==> src/rtl/mtt_pkg.sv <==
// Constants, register layout and helpers of the memory access throttle.
// Assumes one 25 MHz clock and a 32-bit Avalon-MM register bus.
package mtt_pkg;

  // Clock
  localparam int CLK_PERIOD_NS = 40;

  // Byte offsets of the register words
  localparam logic [4:0] OFF_RD_CTRL_LO = 5'h00;
  localparam logic [4:0] OFF_RD_CTRL_HI = 5'h04;
  localparam logic [4:0] OFF_WR_CTRL_LO = 5'h08;
  localparam logic [4:0] OFF_WR_CTRL_HI = 5'h0C;
  localparam logic [4:0] OFF_GWIN       = 5'h10;
  localparam logic [4:0] OFF_STATUS     = 5'h14;
  localparam logic [4:0] OFF_RD_BLKCNT  = 5'h18;
  localparam logic [4:0] OFF_WR_BLKCNT  = 5'h1C;

  // Low control word fields
  localparam int FORCE_BIT  = 0;
  localparam int MODE_LSB   = 1;
  localparam int LOCK_LSB   = 6;
  localparam int DUR_LSB    = 8;
  localparam int THR_LSB    = 16;
  // High control word fields
  localparam int HMAX_LSB   = 0;
  localparam int MWIN_LSB   = 16;

  // Implemented bits of the low words; lock exists only in the write word
  localparam logic [31:0] RD_LO_USED = 32'hFFFF_FF07;
  localparam logic [31:0] WR_LO_USED = 32'hFFFF_FFC7;
  localparam logic [31:0] FORCE_MASK = 32'h0000_0001;

  // Throttle mode value that selects the counter trigger
  localparam logic [1:0] MODE_COUNTER = 2'h1;

  // Lock field values
  localparam logic [1:0] LOCK_NONE     = 2'h0;
  localparam logic [1:0] LOCK_BUT_FORCE = 2'h1;

  // Reset values
  localparam logic [31:0] CTRL_LO_RST = 32'h0000_0000;
  localparam logic [31:0] CTRL_HI_RST = 32'hFFFF_FFFF;
  localparam logic [15:0] GWIN_RST    = 16'h1000;

  // Saturating increment
  function automatic logic [15:0] sat_inc(input logic [15:0] v,
                                          input logic        en);
    if (en && v != 16'hFFFF) begin
      return v + 16'h0001;
    end
    return v;
  endfunction

  // Merge write data into a word under byte enables and a writable mask
  function automatic logic [31:0] merge(input logic [31:0] old,
                                        input logic [31:0] wdata,
                                        input logic [3:0]  be,
                                        input logic [31:0] wmask);
    logic [31:0] m;
    m = {{8{be[3]}}, {8{be[2]}}, {8{be[1]}}, {8{be[0]}}} & wmask;
    return (old & ~m) | (wdata & m);
  endfunction

endpackage

==> src/rtl/mtt_chan.sv <==
// One throttle channel: global window counting, duration and allowance.
// Assumes access pulses and window ticks come from logic on i_clk.
`timescale 1ns/1ns
module mtt_chan (
  input  wire logic        i_clk,
  input  wire logic        i_rst_b,
  input  wire logic        i_gtick,
  input  wire logic        i_force,
  input  wire logic [1:0]  i_mode,
  input  wire logic [7:0]  i_duration,
  input  wire logic [15:0] i_threshold,
  input  wire logic [15:0] i_hex_max,
  input  wire logic [15:0] i_mon_window,
  input  wire logic        i_access,
  output logic             o_active,
  output logic             o_block
);

  logic [15:0] gcount;
  logic [15:0] allow;
  logic [15:0] mon_cnt;
  logic [7:0]  remain;
  logic [7:0]  next_remain;
  logic [15:0] next_allow;
  logic        take;
  logic        mtick;
  logic        trig;
  logic        next_active;

  assign take  = i_access && !o_block;
  assign mtick = (i_mon_window <= 16'h0001) ||
                 (mon_cnt >= i_mon_window - 16'h0001);
  assign trig  = i_gtick && (i_mode == mtt_pkg::MODE_COUNTER) &&
                 (mtt_pkg::sat_inc(gcount, take) > i_threshold);

  always_comb begin
    next_remain = remain;
    if (trig) begin
      next_remain = i_duration;
    end else if (i_gtick && remain != 8'h00) begin
      next_remain = remain - 8'h01;
    end
  end

  assign next_active = i_force || (next_remain != 8'h00);

  always_comb begin
    next_allow = allow;
    if (mtick) begin
      next_allow = 16'h0000;
    end else if (o_active) begin
      next_allow = mtt_pkg::sat_inc(allow, take);
    end
  end

  // Monitoring window timer
  always_ff @(posedge i_clk or negedge i_rst_b) begin
    if (!i_rst_b) begin
      mon_cnt <= 16'h0000;
    end else if (mtick) begin
      mon_cnt <= 16'h0000;
    end else begin
      mon_cnt <= mon_cnt + 16'h0001;
    end
  end

  // Hexwords per global window
  always_ff @(posedge i_clk or negedge i_rst_b) begin
    if (!i_rst_b) begin
      gcount <= 16'h0000;
    end else if (i_gtick) begin
      gcount <= 16'h0000;
    end else begin
      gcount <= mtt_pkg::sat_inc(gcount, take);
    end
  end

  always_ff @(posedge i_clk or negedge i_rst_b) begin
    if (!i_rst_b) begin
      remain   <= 8'h00;
      allow    <= 16'h0000;
      o_active <= 1'b0;
      o_block  <= 1'b0;
    end else begin
      remain   <= next_remain;
      allow    <= next_allow;
      o_active <= next_active;
      o_block  <= next_active && (next_allow >= i_hex_max);
    end
  end

  a_force_active: assert property (@(posedge i_clk) disable iff (!i_rst_b)
    i_force |=> o_active) else $error("forced throttle not active");
  a_block_cause: assert property (@(posedge i_clk) disable iff (!i_rst_b)
    o_block |-> o_active && allow >= $past(i_hex_max))
    else $error("block without reaching max");
  a_mode_gate: assert property (@(posedge i_clk) disable iff (!i_rst_b)
    (i_gtick && i_mode != mtt_pkg::MODE_COUNTER && remain == 8'h00)
    |=> remain == 8'h00) else $error("trigger outside counter mode");
  a_count_word: assert property (@(posedge i_clk) disable iff (!i_rst_b)
    (take && !i_gtick && gcount != 16'hFFFF) |=>
    gcount == $past(gcount) + 16'h0001) else $error("hexword miss");
  a_trig_load: assert property (@(posedge i_clk) disable iff (!i_rst_b)
    trig |=> remain == $past(i_duration))
    else $error("duration not loaded");
  a_dur_step: assert property (@(posedge i_clk) disable iff (!i_rst_b)
    (i_gtick && !trig && remain != 8'h00) |=>
    remain == $past(remain) - 8'h01) else $error("bad duration step");
  a_win_clear: assert property (@(posedge i_clk) disable iff (!i_rst_b)
    mtick |=> allow == 16'h0000 ##0 (!o_block || i_hex_max == 16'h0000)
    [*1]) else $error("allowance not cleared");
  a_gwin_clear: assert property (@(posedge i_clk) disable iff (!i_rst_b)
    i_gtick |=> gcount == 16'h0000)
    else $error("global count not cleared");

endmodule

==> src/rtl/mtt_top.sv <==
// Memory access throttle: register file on Avalon-MM and two channels.
// Assumes the request pipeline and register master share i_clk; the
// scheduler stalls a direction while its block output is high.
//
// Added by the designer: the Avalon-MM interface to the registers and the register addresses.
`timescale 1ns/1ns
module mtt_top (
  input  wire logic        i_clk,
  input  wire logic        i_rst_b,
  input  wire logic [4:0]  i_address,
  input  wire logic        i_read,
  input  wire logic        i_write,
  input  wire logic [31:0] i_writedata,
  input  wire logic [3:0]  i_byteenable,
  output logic [31:0]      o_readdata,
  output logic             o_waitrequest,
  input  wire logic        i_rd_access,
  input  wire logic        i_wr_access,
  output logic             o_rd_block,
  output logic             o_wr_block,
  output logic             o_rd_active,
  output logic             o_wr_active
);

  logic [31:0] rd_lo;
  logic [31:0] rd_hi;
  logic [31:0] wr_lo;
  logic [31:0] wr_hi;
  logic [15:0] gwin;
  logic [15:0] gwin_cnt;
  logic        gtick;
  logic [31:0] rd_blkcnt;
  logic [31:0] wr_blkcnt;
  logic [1:0]  lock;
  logic [31:0] lo_mask;
  logic [31:0] hi_mask;
  logic        req;
  logic        wr_go;
  logic        rd_go;
  logic [31:0] next_rdata;

  assign req   = i_read || i_write;
  assign wr_go = i_write && !o_waitrequest;
  assign rd_go = i_read && o_waitrequest;
  assign lock  = wr_lo[mtt_pkg::LOCK_LSB +: 2];

  // Writable bits under the current lock mode
  always_comb begin
    lo_mask = 32'hFFFF_FFFF;
    hi_mask = 32'hFFFF_FFFF;
    if (lock == mtt_pkg::LOCK_BUT_FORCE) begin
      lo_mask = mtt_pkg::FORCE_MASK;
      hi_mask = 32'h0000_0000;
    end else if (lock != mtt_pkg::LOCK_NONE) begin
      lo_mask = 32'h0000_0000;
      hi_mask = 32'h0000_0000;
    end
  end

  // Wait state: one cycle high, then low for the completing edge
  always_ff @(posedge i_clk or negedge i_rst_b) begin
    if (!i_rst_b) begin
      o_waitrequest <= 1'b1;
    end else if (req && o_waitrequest) begin
      o_waitrequest <= 1'b0;
    end else begin
      o_waitrequest <= 1'b1;
    end
  end

  // Read channel control
  always_ff @(posedge i_clk or negedge i_rst_b) begin
    if (!i_rst_b) begin
      rd_lo <= mtt_pkg::CTRL_LO_RST;
      rd_hi <= mtt_pkg::CTRL_HI_RST;
    end else if (wr_go && i_address == mtt_pkg::OFF_RD_CTRL_LO) begin
      rd_lo <= mtt_pkg::merge(rd_lo, i_writedata, i_byteenable,
                              lo_mask & mtt_pkg::RD_LO_USED);
    end else if (wr_go && i_address == mtt_pkg::OFF_RD_CTRL_HI) begin
      rd_hi <= mtt_pkg::merge(rd_hi, i_writedata, i_byteenable,
                              hi_mask);
    end
  end

  // Write channel control, holding the lock field
  always_ff @(posedge i_clk or negedge i_rst_b) begin
    if (!i_rst_b) begin
      wr_lo <= mtt_pkg::CTRL_LO_RST;
      wr_hi <= mtt_pkg::CTRL_HI_RST;
    end else if (wr_go && i_address == mtt_pkg::OFF_WR_CTRL_LO) begin
      wr_lo <= mtt_pkg::merge(wr_lo, i_writedata, i_byteenable,
                              lo_mask & mtt_pkg::WR_LO_USED);
    end else if (wr_go && i_address == mtt_pkg::OFF_WR_CTRL_HI) begin
      wr_hi <= mtt_pkg::merge(wr_hi, i_writedata, i_byteenable,
                              hi_mask);
    end
  end

  // Global sampling window length, shared by both channels
  always_ff @(posedge i_clk or negedge i_rst_b) begin
    if (!i_rst_b) begin
      gwin <= mtt_pkg::GWIN_RST;
    end else if (wr_go && i_address == mtt_pkg::OFF_GWIN &&
                 lock == mtt_pkg::LOCK_NONE) begin
      gwin <= 16'(mtt_pkg::merge({16'h0000, gwin}, i_writedata,
                                 i_byteenable, 32'h0000_FFFF));
    end
  end

  assign gtick = (gwin <= 16'h0001) || (gwin_cnt >= gwin - 16'h0001);

  always_ff @(posedge i_clk or negedge i_rst_b) begin
    if (!i_rst_b) begin
      gwin_cnt <= 16'h0000;
    end else if (gtick) begin
      gwin_cnt <= 16'h0000;
    end else begin
      gwin_cnt <= gwin_cnt + 16'h0001;
    end
  end

  mtt_chan u_rd (
    .i_clk        (i_clk),
    .i_rst_b      (i_rst_b),
    .i_gtick      (gtick),
    .i_force      (rd_lo[mtt_pkg::FORCE_BIT]),
    .i_mode       (rd_lo[mtt_pkg::MODE_LSB +: 2]),
    .i_duration   (rd_lo[mtt_pkg::DUR_LSB +: 8]),
    .i_threshold  (rd_lo[mtt_pkg::THR_LSB +: 16]),
    .i_hex_max    (rd_hi[mtt_pkg::HMAX_LSB +: 16]),
    .i_mon_window (rd_hi[mtt_pkg::MWIN_LSB +: 16]),
    .i_access     (i_rd_access),
    .o_active     (o_rd_active),
    .o_block      (o_rd_block)
  );

  mtt_chan u_wr (
    .i_clk        (i_clk),
    .i_rst_b      (i_rst_b),
    .i_gtick      (gtick),
    .i_force      (wr_lo[mtt_pkg::FORCE_BIT]),
    .i_mode       (wr_lo[mtt_pkg::MODE_LSB +: 2]),
    .i_duration   (wr_lo[mtt_pkg::DUR_LSB +: 8]),
    .i_threshold  (wr_lo[mtt_pkg::THR_LSB +: 16]),
    .i_hex_max    (wr_hi[mtt_pkg::HMAX_LSB +: 16]),
    .i_mon_window (wr_hi[mtt_pkg::MWIN_LSB +: 16]),
    .i_access     (i_wr_access),
    .o_active     (o_wr_active),
    .o_block      (o_wr_block)
  );

  // Cycles spent blocked, per direction
  always_ff @(posedge i_clk or negedge i_rst_b) begin
    if (!i_rst_b) begin
      rd_blkcnt <= 32'h0000_0000;
      wr_blkcnt <= 32'h0000_0000;
    end else begin
      if (o_rd_block && rd_blkcnt != 32'hFFFF_FFFF) begin
        rd_blkcnt <= rd_blkcnt + 32'h0000_0001;
      end
      if (o_wr_block && wr_blkcnt != 32'hFFFF_FFFF) begin
        wr_blkcnt <= wr_blkcnt + 32'h0000_0001;
      end
    end
  end

  // Read mux; unmapped addresses read zero
  always_comb begin
    case (i_address)
      mtt_pkg::OFF_RD_CTRL_LO: next_rdata = rd_lo;
      mtt_pkg::OFF_RD_CTRL_HI: next_rdata = rd_hi;
      mtt_pkg::OFF_WR_CTRL_LO: next_rdata = wr_lo;
      mtt_pkg::OFF_WR_CTRL_HI: next_rdata = wr_hi;
      mtt_pkg::OFF_GWIN:       next_rdata = {16'h0000, gwin};
      mtt_pkg::OFF_STATUS:     next_rdata = {28'h0000000, o_wr_block,
                                             o_rd_block, o_wr_active,
                                             o_rd_active};
      mtt_pkg::OFF_RD_BLKCNT:  next_rdata = rd_blkcnt;
      mtt_pkg::OFF_WR_BLKCNT:  next_rdata = wr_blkcnt;
      default:                 next_rdata = 32'h0000_0000;
    endcase
  end

  always_ff @(posedge i_clk or negedge i_rst_b) begin
    if (!i_rst_b) begin
      o_readdata <= 32'h0000_0000;
    end else if (rd_go) begin
      o_readdata <= next_rdata;
    end
  end

  a_bus_wait: assert property (@(posedge i_clk) disable iff (!i_rst_b)
    (req && o_waitrequest) |=> !o_waitrequest ##1 o_waitrequest)
    else $error("wait state not one cycle");
  a_chan_indep: assert property (@(posedge i_clk) disable iff (!i_rst_b)
    (wr_go && i_address == mtt_pkg::OFF_RD_CTRL_LO) |=> $stable(wr_lo))
    else $error("read write touched write control");
  a_lock_both: assert property (@(posedge i_clk) disable iff (!i_rst_b)
    (wr_go && lock != mtt_pkg::LOCK_NONE &&
     i_address == mtt_pkg::OFF_RD_CTRL_HI) |=> $stable(rd_hi))
    else $error("locked read control changed");
  a_lock_hold: assert property (@(posedge i_clk) disable iff (!i_rst_b)
    lock != mtt_pkg::LOCK_NONE |=> $stable(wr_hi) && $stable(gwin) &&
    lock == $past(lock)) else $error("locked bits changed");
  a_lock_force: assert property (@(posedge i_clk) disable iff (!i_rst_b)
    (wr_go && lock == mtt_pkg::LOCK_BUT_FORCE && i_byteenable[0] &&
     i_address == mtt_pkg::OFF_RD_CTRL_LO) |=>
    rd_lo[0] == $past(i_writedata[0]) &&
    rd_lo[31:1] == $past(rd_lo[31:1]))
    else $error("force bit lock mode wrong");
  a_lock_all: assert property (@(posedge i_clk) disable iff (!i_rst_b)
    (lock != mtt_pkg::LOCK_NONE && lock != mtt_pkg::LOCK_BUT_FORCE)
    |=> $stable(rd_lo) && $stable(wr_lo))
    else $error("full lock not holding");

endmodule

==> config.mk <==
export PLATFORM = sky130hd
export DESIGN_NAME = mtt_top
export DESIGN_NICKNAME = d
export VERILOG_FILES = /design/src/rtl/mtt_pkg.sv /design/src/rtl/mtt_chan.sv /design/src/rtl/mtt_top.sv
export SDC_FILE = /design/constraint.sdc
export NUM_CORES = 1
export LEC_CHECK = 0
export BUFFER_PORTS_ARGS = -buffer_cell sky130_fd_sc_hd__buf_2
export CAP_MARGIN = 10
export CORE_UTILIZATION = 57
export CTS_CLUSTER_SIZE = 25
export DETAILED_ROUTE_END_ITERATION = 10
export MAX_ROUTING_LAYER = met4
export PLACE_DENSITY = 0.78
export RECOVER_POWER = 50
export SLEW_MARGIN = 20
export SYNTH_ARGS = -nofsm -noshare
export SYNTH_HDL_FRONTEND = slang
export SYNTH_SLANG_ARGS = --single-unit
==> constraint.sdc <==
create_clock -name i_clk -period 5.3 [get_ports i_clk]
set_clock_uncertainty 0.2 [all_clocks]
set_input_delay 0.265 -clock i_clk [delete_from_list [all_inputs] [get_ports i_clk]]
set_output_delay 0.265 -clock i_clk [all_outputs]
set_load 0.02 [all_outputs]
==> impl_metrics.env, run 1 <==
export IMPL_synth_nets=2174
export IMPL_remaining_drc_errors=0
export IMPL_period_share=0.9523
export IMPL_top_level_ports=84
export IMPL_synth_warnings=0
export IMPL_final_area_sq_mm=0.02298
export IMPL_seq_area_frac_synth=0.4553
export IMPL_drv_slew=105
export IMPL_dieArea_sq_mm=0.03628
export IMPL_timing_slew_headroom=-0.7599
export IMPL_cts_made_buffers=41
export IMPL_worst_pin_slew_ps=2640
export IMPL_gpl_final_weighted_congestion=0.9739
export IMPL_synth_top_area_frac=0.3696
export IMPL_die_w_um=190.5
export IMPL_hold_viol_final=0
export IMPL_clock_path_buffers=3
export IMPL_synth_most_common_cell="dfrtp_1"
export IMPL_clock_fmax_mhz=198.1
export IMPL_drtPass1Iterations=7
export IMPL_detail_route_iter0_violations=1287
export IMPL_synthFlopType="dfrtp_1"
export IMPL_layout_nets=2303
export IMPL_synthArstFlopShare=1.000
export IMPL_antenna_left=0
export IMPL_post_dp_cell_area_sq_mm=0.02128
export IMPL_core_sq_mm=0.03471
export IMPL_netlist_top_cells_area="dfrtp_1 (37%), dfstp_2 (8.6%), ha_1 (8.1%)"
export IMPL_grt_ovfl_total=0
export IMPL_initial_core_util=0.5832
export IMPL_port_buffers=83
export IMPL_setup_tns_ps=0
export IMPL_die_h_um=190.5
export IMPL_yosys_register_bits=365
export IMPL_synth_cell_types=66
export IMPL_setup_viol=0
export IMPL_clock_latency_ps=550
export IMPL_hp_start="i_byteenable[2]"
export IMPL_worstPathCellList="and3_1, and3_1, a21boi_1, nand3_1, nor2_2, and3_1, xor2_1, ha_1, nand4_1, or3_1, or3_1, o311a_1, and3_1, a211o_1, or4_1, or4_4, o21a_1"
export IMPL_end_kind="flip-flop"
export IMPL_cts_root_buf="clkbuf_16"
export IMPL_yosys_area_top_type="dfrtp_1"
export IMPL_hold_class="in2reg"
export IMPL_syn_cell_area_sq_mm=0.02024
export IMPL_outcome="finished, violations left"
export IMPL_area_delta_synth_final_pct=13.53
export IMPL_cts_tree="built"
export IMPL_antenna_found_initial=1
export IMPL_power_density_mw_per_mm2=258.7
export IMPL_clock_sinks=365
export IMPL_crit_top_cell="and3_1"
export IMPL_rsz0062_at_grt="false"
export IMPL_drive_gt1_frac=0.1536
export IMPL_grt_pass1_wl_um=85710
export IMPL_grt_use_total=0.3125
export IMPL_grt_pass1_vias=15780
export IMPL_ys_top_cells_by_count="dfrtp_1 (299), nand2_1 (178), nor2_1 (165), ha_1 (131), xnor2_1 (121)"
export IMPL_path_clk_slew_ps=60
export IMPL_worstSetupStartpointType="flip-flop"
export IMPL_hpwl_um=39390
export IMPL_crit_slowest_cell="or4_1"
export IMPL_crit_start="u_rd.gcount[6]$_DFFE_PN0P_"
export IMPL_timing_rr_start="u_rd.gcount[6]$_DFFE_PN0P_"
export IMPL_worstSetupPathType="reg2reg"
export IMPL_routed_via_density=6.085
export IMPL_worstPathMaxFanout=9
export IMPL_finalCriticalPeriod_ps=5047
export IMPL_synth_edf_count=0
export IMPL_peakVddDrop_mv=0.2946
export IMPL_cp_arrival_ps=5290
export IMPL_rows=68
export IMPL_p_leak_nw=10.83
export IMPL_ctsHtreeMaxLevel=2
export IMPL_vias=15890
export IMPL_grt_max_degree=154
export IMPL_cap_violations=1
export IMPL_syn_area_per_cell_sq_um=10.14
export IMPL_routedWlPerCell_um=20.71
export IMPL_violations="max-capacitance violations, max-slew violations"
export IMPL_wl_um=54070
export IMPL_max_stage_delay_ps=480
export IMPL_netlist_instances=1996
export IMPL_critPathRequiredTime_ps=5550
[power by group]
part           leakage (nW)  internal [mW]  switching [mW]  total (mW)
sequential             4.59           2.80         0.00720        2.81
clock                 0.682           1.76            1.17        2.93
combinational          5.56         0.0530           0.157       0.210
total                  10.8           4.61            1.34        5.95
[cell families after synthesis]
family	share of synthesized area
XOR/XNOR	0.08999
flip-flops	0.4553
AO/OA/AOI/OAI	0.1133
buffers and inverters	0.02744
multiplexers	0.06545
AND/OR/NAND/NOR	0.1676
adder cells (fa/ha/maj)	0.08096
[layout by cell type (no fill, tap or decap), types with 4 or more instances in the layout]
cell type	count
nor3_1	23
buf_2	45
dfrtp_1	299
clkbuf_16	41
a31oi_1	12
buf_4	22
and2_1	41
nor2b_1	16
nor2_1	164
nand4_1	46
clkinv_2	9
nand2_1	177
a22o_1	20
xor2_1	87
a211oi_1	6
dlygate4sd3_1	36
o22ai_1	6
or3_1	6
nand3_1	75
clkbuf_1	44
and4_1	19
dfstp_2	65
inv_1	88
or4_1	9
o21a_1	7
mux2i_1	12
bufinv_16	4
a222oi_1	9
clkbuf_8	10
mux2_2	105
ha_1	131
o21ai_0	82
a22oi_1	58
and3_1	44
nor4_1	15
a21o_1	45
xnor2_1	121
nand2b_1	21
a21oi_1	63
[metrics by stage]
stage / cells / hold WS (ps) / power [mW] / setup WS (ps) / utilization
floorplan: 1996 / -230.6 / 2.918 / 317.5 / -
global placement: 2501 / 168.4 / 3.048 / 256.5 / 0.6129
detailed placement: 2501 / 179.9 / 3.053 / 121.1 / 0.6129
CTS: 2610 / 118.3 / 5.984 / 104.5 / 0.6631
global route: 2611 / 201.5 / 6.112 / 31.95 / 0.6621
finish: 2611 / 157.2 / 5.946 / 253.0 / 0.6621
[repair_timing]
item	CTS	global route
setup endpoints to repair	0	4
hold buffers	36	0
resized for setup	0	10
endpoints found under the hold margin	220	0
buffers inserted	0	0
[final cells by class]
cell class	count	area [sq um]
fillers	2700	11730
repair buffers	146	933.4
clock inverters	18	202.7
flip-flops and latches	365	9216
well taps	455	569.3
inverters	88	330.3
diodes	1	2.502
clock buffers	55	1179
multi-input cells	1483	10550
[worst max-delay path: cells and delay by family (launching register included)]
kind,cells,cell delay (ps)
AO/OA/AOI/OAI,4,910
XOR/XNOR,1,80
adder cells (fa/ha/maj),1,300
flip-flops,1,400
AND/OR/NAND/NOR,11,3030
[per-layer routing]
layer,vias up,wire [um],track usage
li1,7351,-,-
met1,7835,22840,0.4088
met2,577,25490,0.4901
met3,126,3321,0.03865
met4,0,2411,0.1363
met5,-,0,-
[final timing paths]
kind	endpoint	slack, ps	cells after the start
min in group asynchronous	u_wr.mon_cnt[9]$_DFF_PN0_	910	2
worst max-delay path	u_rd.o_block$_DFF_PN0_	250	17
worst max register to register	u_rd.o_block$_DFF_PN0_	250	17
worst min register to register	o_readdata[11]$_DFFE_PN0P_	280	1
worst min-delay path	flip-flop	160	5
max in group asynchronous	asynchronous set/reset pin	1230	3
Power figures use the tool's default switching activity.
==> run 2, diff against run 1 <==
==> constraint.sdc (replaced) <==
create_clock -name i_clk -period 5.3 [get_ports i_clk]
set_clock_uncertainty 0.2 [all_clocks]
set_input_delay 0.265 -clock i_clk [delete_from_list [all_inputs] [get_ports i_clk]]
set_output_delay 0.265 -clock i_clk [all_outputs]
set_load 0.05 [all_outputs]
==> impl_metrics.env, run 2 (synthesis gave the netlist of run 1 again) <==
export IMPL_critPathTopFamily="simple AND/OR/NAND/NOR gates"
export IMPL_clock_latency_ps=550
export IMPL_final_area_sq_mm=0.02299
export IMPL_peakVddDrop_mv=0.2945
export IMPL_end_kind="flip-flop"
export IMPL_max_stage_delay_ps=470
export IMPL_cts_root_buf="clkbuf_16"
export IMPL_hpwl_um=39390
export IMPL_hold_viol_final=0
export IMPL_finalCriticalPeriod_ps=5037
export IMPL_drtPass1Iterations=5
export IMPL_worstSetupStartpointType="flip-flop"
export IMPL_layout_nets=2303
export IMPL_cts_tree="built"
export IMPL_clock_path_buffers=3
export IMPL_critPathBufInv=0
export IMPL_crit_top_cell="and3_1"
export IMPL_final_cell_mix="dfrtp_1 (299), nand2_1 (177), nor2_1 (164)"
export IMPL_crit_slowest_cell="or4_1"
export IMPL_outcome="finished, violations left"
export IMPL_routedWlPerCell_um=20.71
export IMPL_initial_core_util=0.5832
export IMPL_setup_viol=0
export IMPL_period_share=0.9505
export IMPL_detail_route_iter0_violations=1320
export IMPL_worstPathCellList="and3_1, and3_1, a21boi_1, nand3_1, nor2_2, and3_1, xor2_1, ha_1, nand4_1, or3_1, or3_1, o311a_1, and3_1, a211o_1, or4_1, or4_4, o21a_1"
export IMPL_drive_gt1_frac=0.1536
export IMPL_die_w_um=190.5
export IMPL_rsz0062_at_grt="false"
export IMPL_remaining_drc_errors=0
export IMPL_power_density_mw_per_mm2=259.9
export IMPL_antenna_left=0
export IMPL_timing_slew_headroom=-0.7576
export IMPL_rows=68
export IMPL_worst_pin_slew_ps=2636
export IMPL_port_buffers=83
export IMPL_setup_tns_ps=0
export IMPL_dieArea_sq_mm=0.03628
export IMPL_power_mw=5.973
export IMPL_cts_made_buffers=41
export IMPL_worstSetupPathType="reg2reg"
export IMPL_die_h_um=190.5
export IMPL_post_dp_cell_area_sq_mm=0.02128
export IMPL_path_clk_slew_ps=70
export IMPL_vias=15940
export IMPL_p_leak_nw=10.83
export IMPL_wl_um=54070
export IMPL_antenna_found_initial=1
export IMPL_grt_max_degree=154
export IMPL_drv_slew=105
export IMPL_cp_arrival_ps=5280
export IMPL_grt_pass1_wl_um=85710
export IMPL_ctsHtreeMaxLevel=2
export IMPL_clock_fmax_mhz=198.5
export IMPL_area_delta_synth_final_pct=13.54
export IMPL_setup_ws_ps=262.6
export IMPL_routed_via_density=6.103
export IMPL_clock_sinks=365
export IMPL_fillers=2699
export IMPL_grt_pass1_vias=15780
export IMPL_gpl_final_weighted_congestion=0.9739
export IMPL_mostFrequentLayoutCell="dfrtp_1"
export IMPL_place_ws_ps=121.1
export IMPL_worstPathMaxFanout=9
export IMPL_grt_ovfl_total=0
export IMPL_grt_use_total=0.3125
export IMPL_top_level_ports=84
export IMPL_violations="max-capacitance violations, max-slew violations"
export IMPL_whs_ps=162.2
export IMPL_critPathRequiredTime_ps=5540
export IMPL_hold_class="in2reg"
export IMPL_core_sq_mm=0.03471
export IMPL_cap_violations=1
-- run 2: power by group --
group / internal, mW / switching (mW) / leakage (nW)
Combinational: 0.0529 / 0.185 / 5.56
Clock: 1.76 / 1.17 / 0.682
Sequential: 2.80 / 0.00722 / 4.59
-- run 2: what timing repair did --
| action | CTS | global route |
|---|---|---|
| hold buffers | 36 | 0 |
| resized for setup | 0 | 10 |
| endpoints found under the setup margin | 0 | 4 |
| buffers inserted | 0 | 0 |
| endpoints found under the hold margin | 220 | 0 |
-- run 2: cell type report --
| class | count | area, sq um | share of cell area |
|---|---|---|---|
| timing repair buffer | 146 | 935.9 | 0.04072 |
| antenna | 1 | 2.502 | 0.0001089 |
| clock buffer | 55 | 1179 | 0.05128 |
| tap | 455 | 569.3 | 0.02477 |
| sequential | 365 | 9216 | 0.4010 |
| inverter | 88 | 330.3 | 0.01437 |
| clock inverter | 18 | 202.7 | 0.008818 |
| multi-input combinational | 1483 | 10550 | 0.4590 |
-- run 2: worst paths after layout --
| kind | cells after the start | startpoint | slack [ps] | endpoint |
|---|---|---|---|---|
| setup reg to reg | 17 | u_rd.gcount[6]$_DFFE_PN0P_ | 260 | u_rd.o_block$_DFF_PN0_ |
| max in group asynchronous | 3 | i_rst_b | 1230 | asynchronous set/reset pin |
| min in group asynchronous | 2 | i_rst_b | 900 | u_wr.mon_cnt[9]$_DFF_PN0_ |
| setup / recovery | 17 | u_rd.gcount[6]$_DFFE_PN0P_ | 260 | u_rd.o_block$_DFF_PN0_ |
| hold reg to reg | 1 | o_readdata[11]$_DFFE_PN0P_ | 280 | o_readdata[11]$_DFFE_PN0P_ |
| hold / removal | 5 | i_byteenable[2] | 160 | flip-flop |
-- run 2: layer usage --
layer  wire length [um]  track usage  vias up
li1                   -            -     7346
met1              22880       0.4088     7911
met2              25550       0.4901      561
met3               3276      0.03865      118
met4               2371       0.1363        0
met5                  0            -        -
-- run 2: worst reg2reg max path, cell delays in order (launching register included) --
cell and delay (ps):
dfrtp_1 400, and3_1 210, and3_1 230, a21boi_1 230
nand3_1 160, nor2_2 240, and3_1 210, xor2_1 80
ha_1 300, nand4_1 110, or3_1 350, or3_1 360
o311a_1 270, and3_1 260, a211o_1 280, or4_1 470
or4_4 440, o21a_1 120
-- run 2: metrics by stage --
stage	std cells	util
finish	2611	0.6622
global route	2611	0.6622
CTS	2610	0.6631
detailed placement	2501	0.6129
global placement	2501	0.6129
floorplan	1996	-
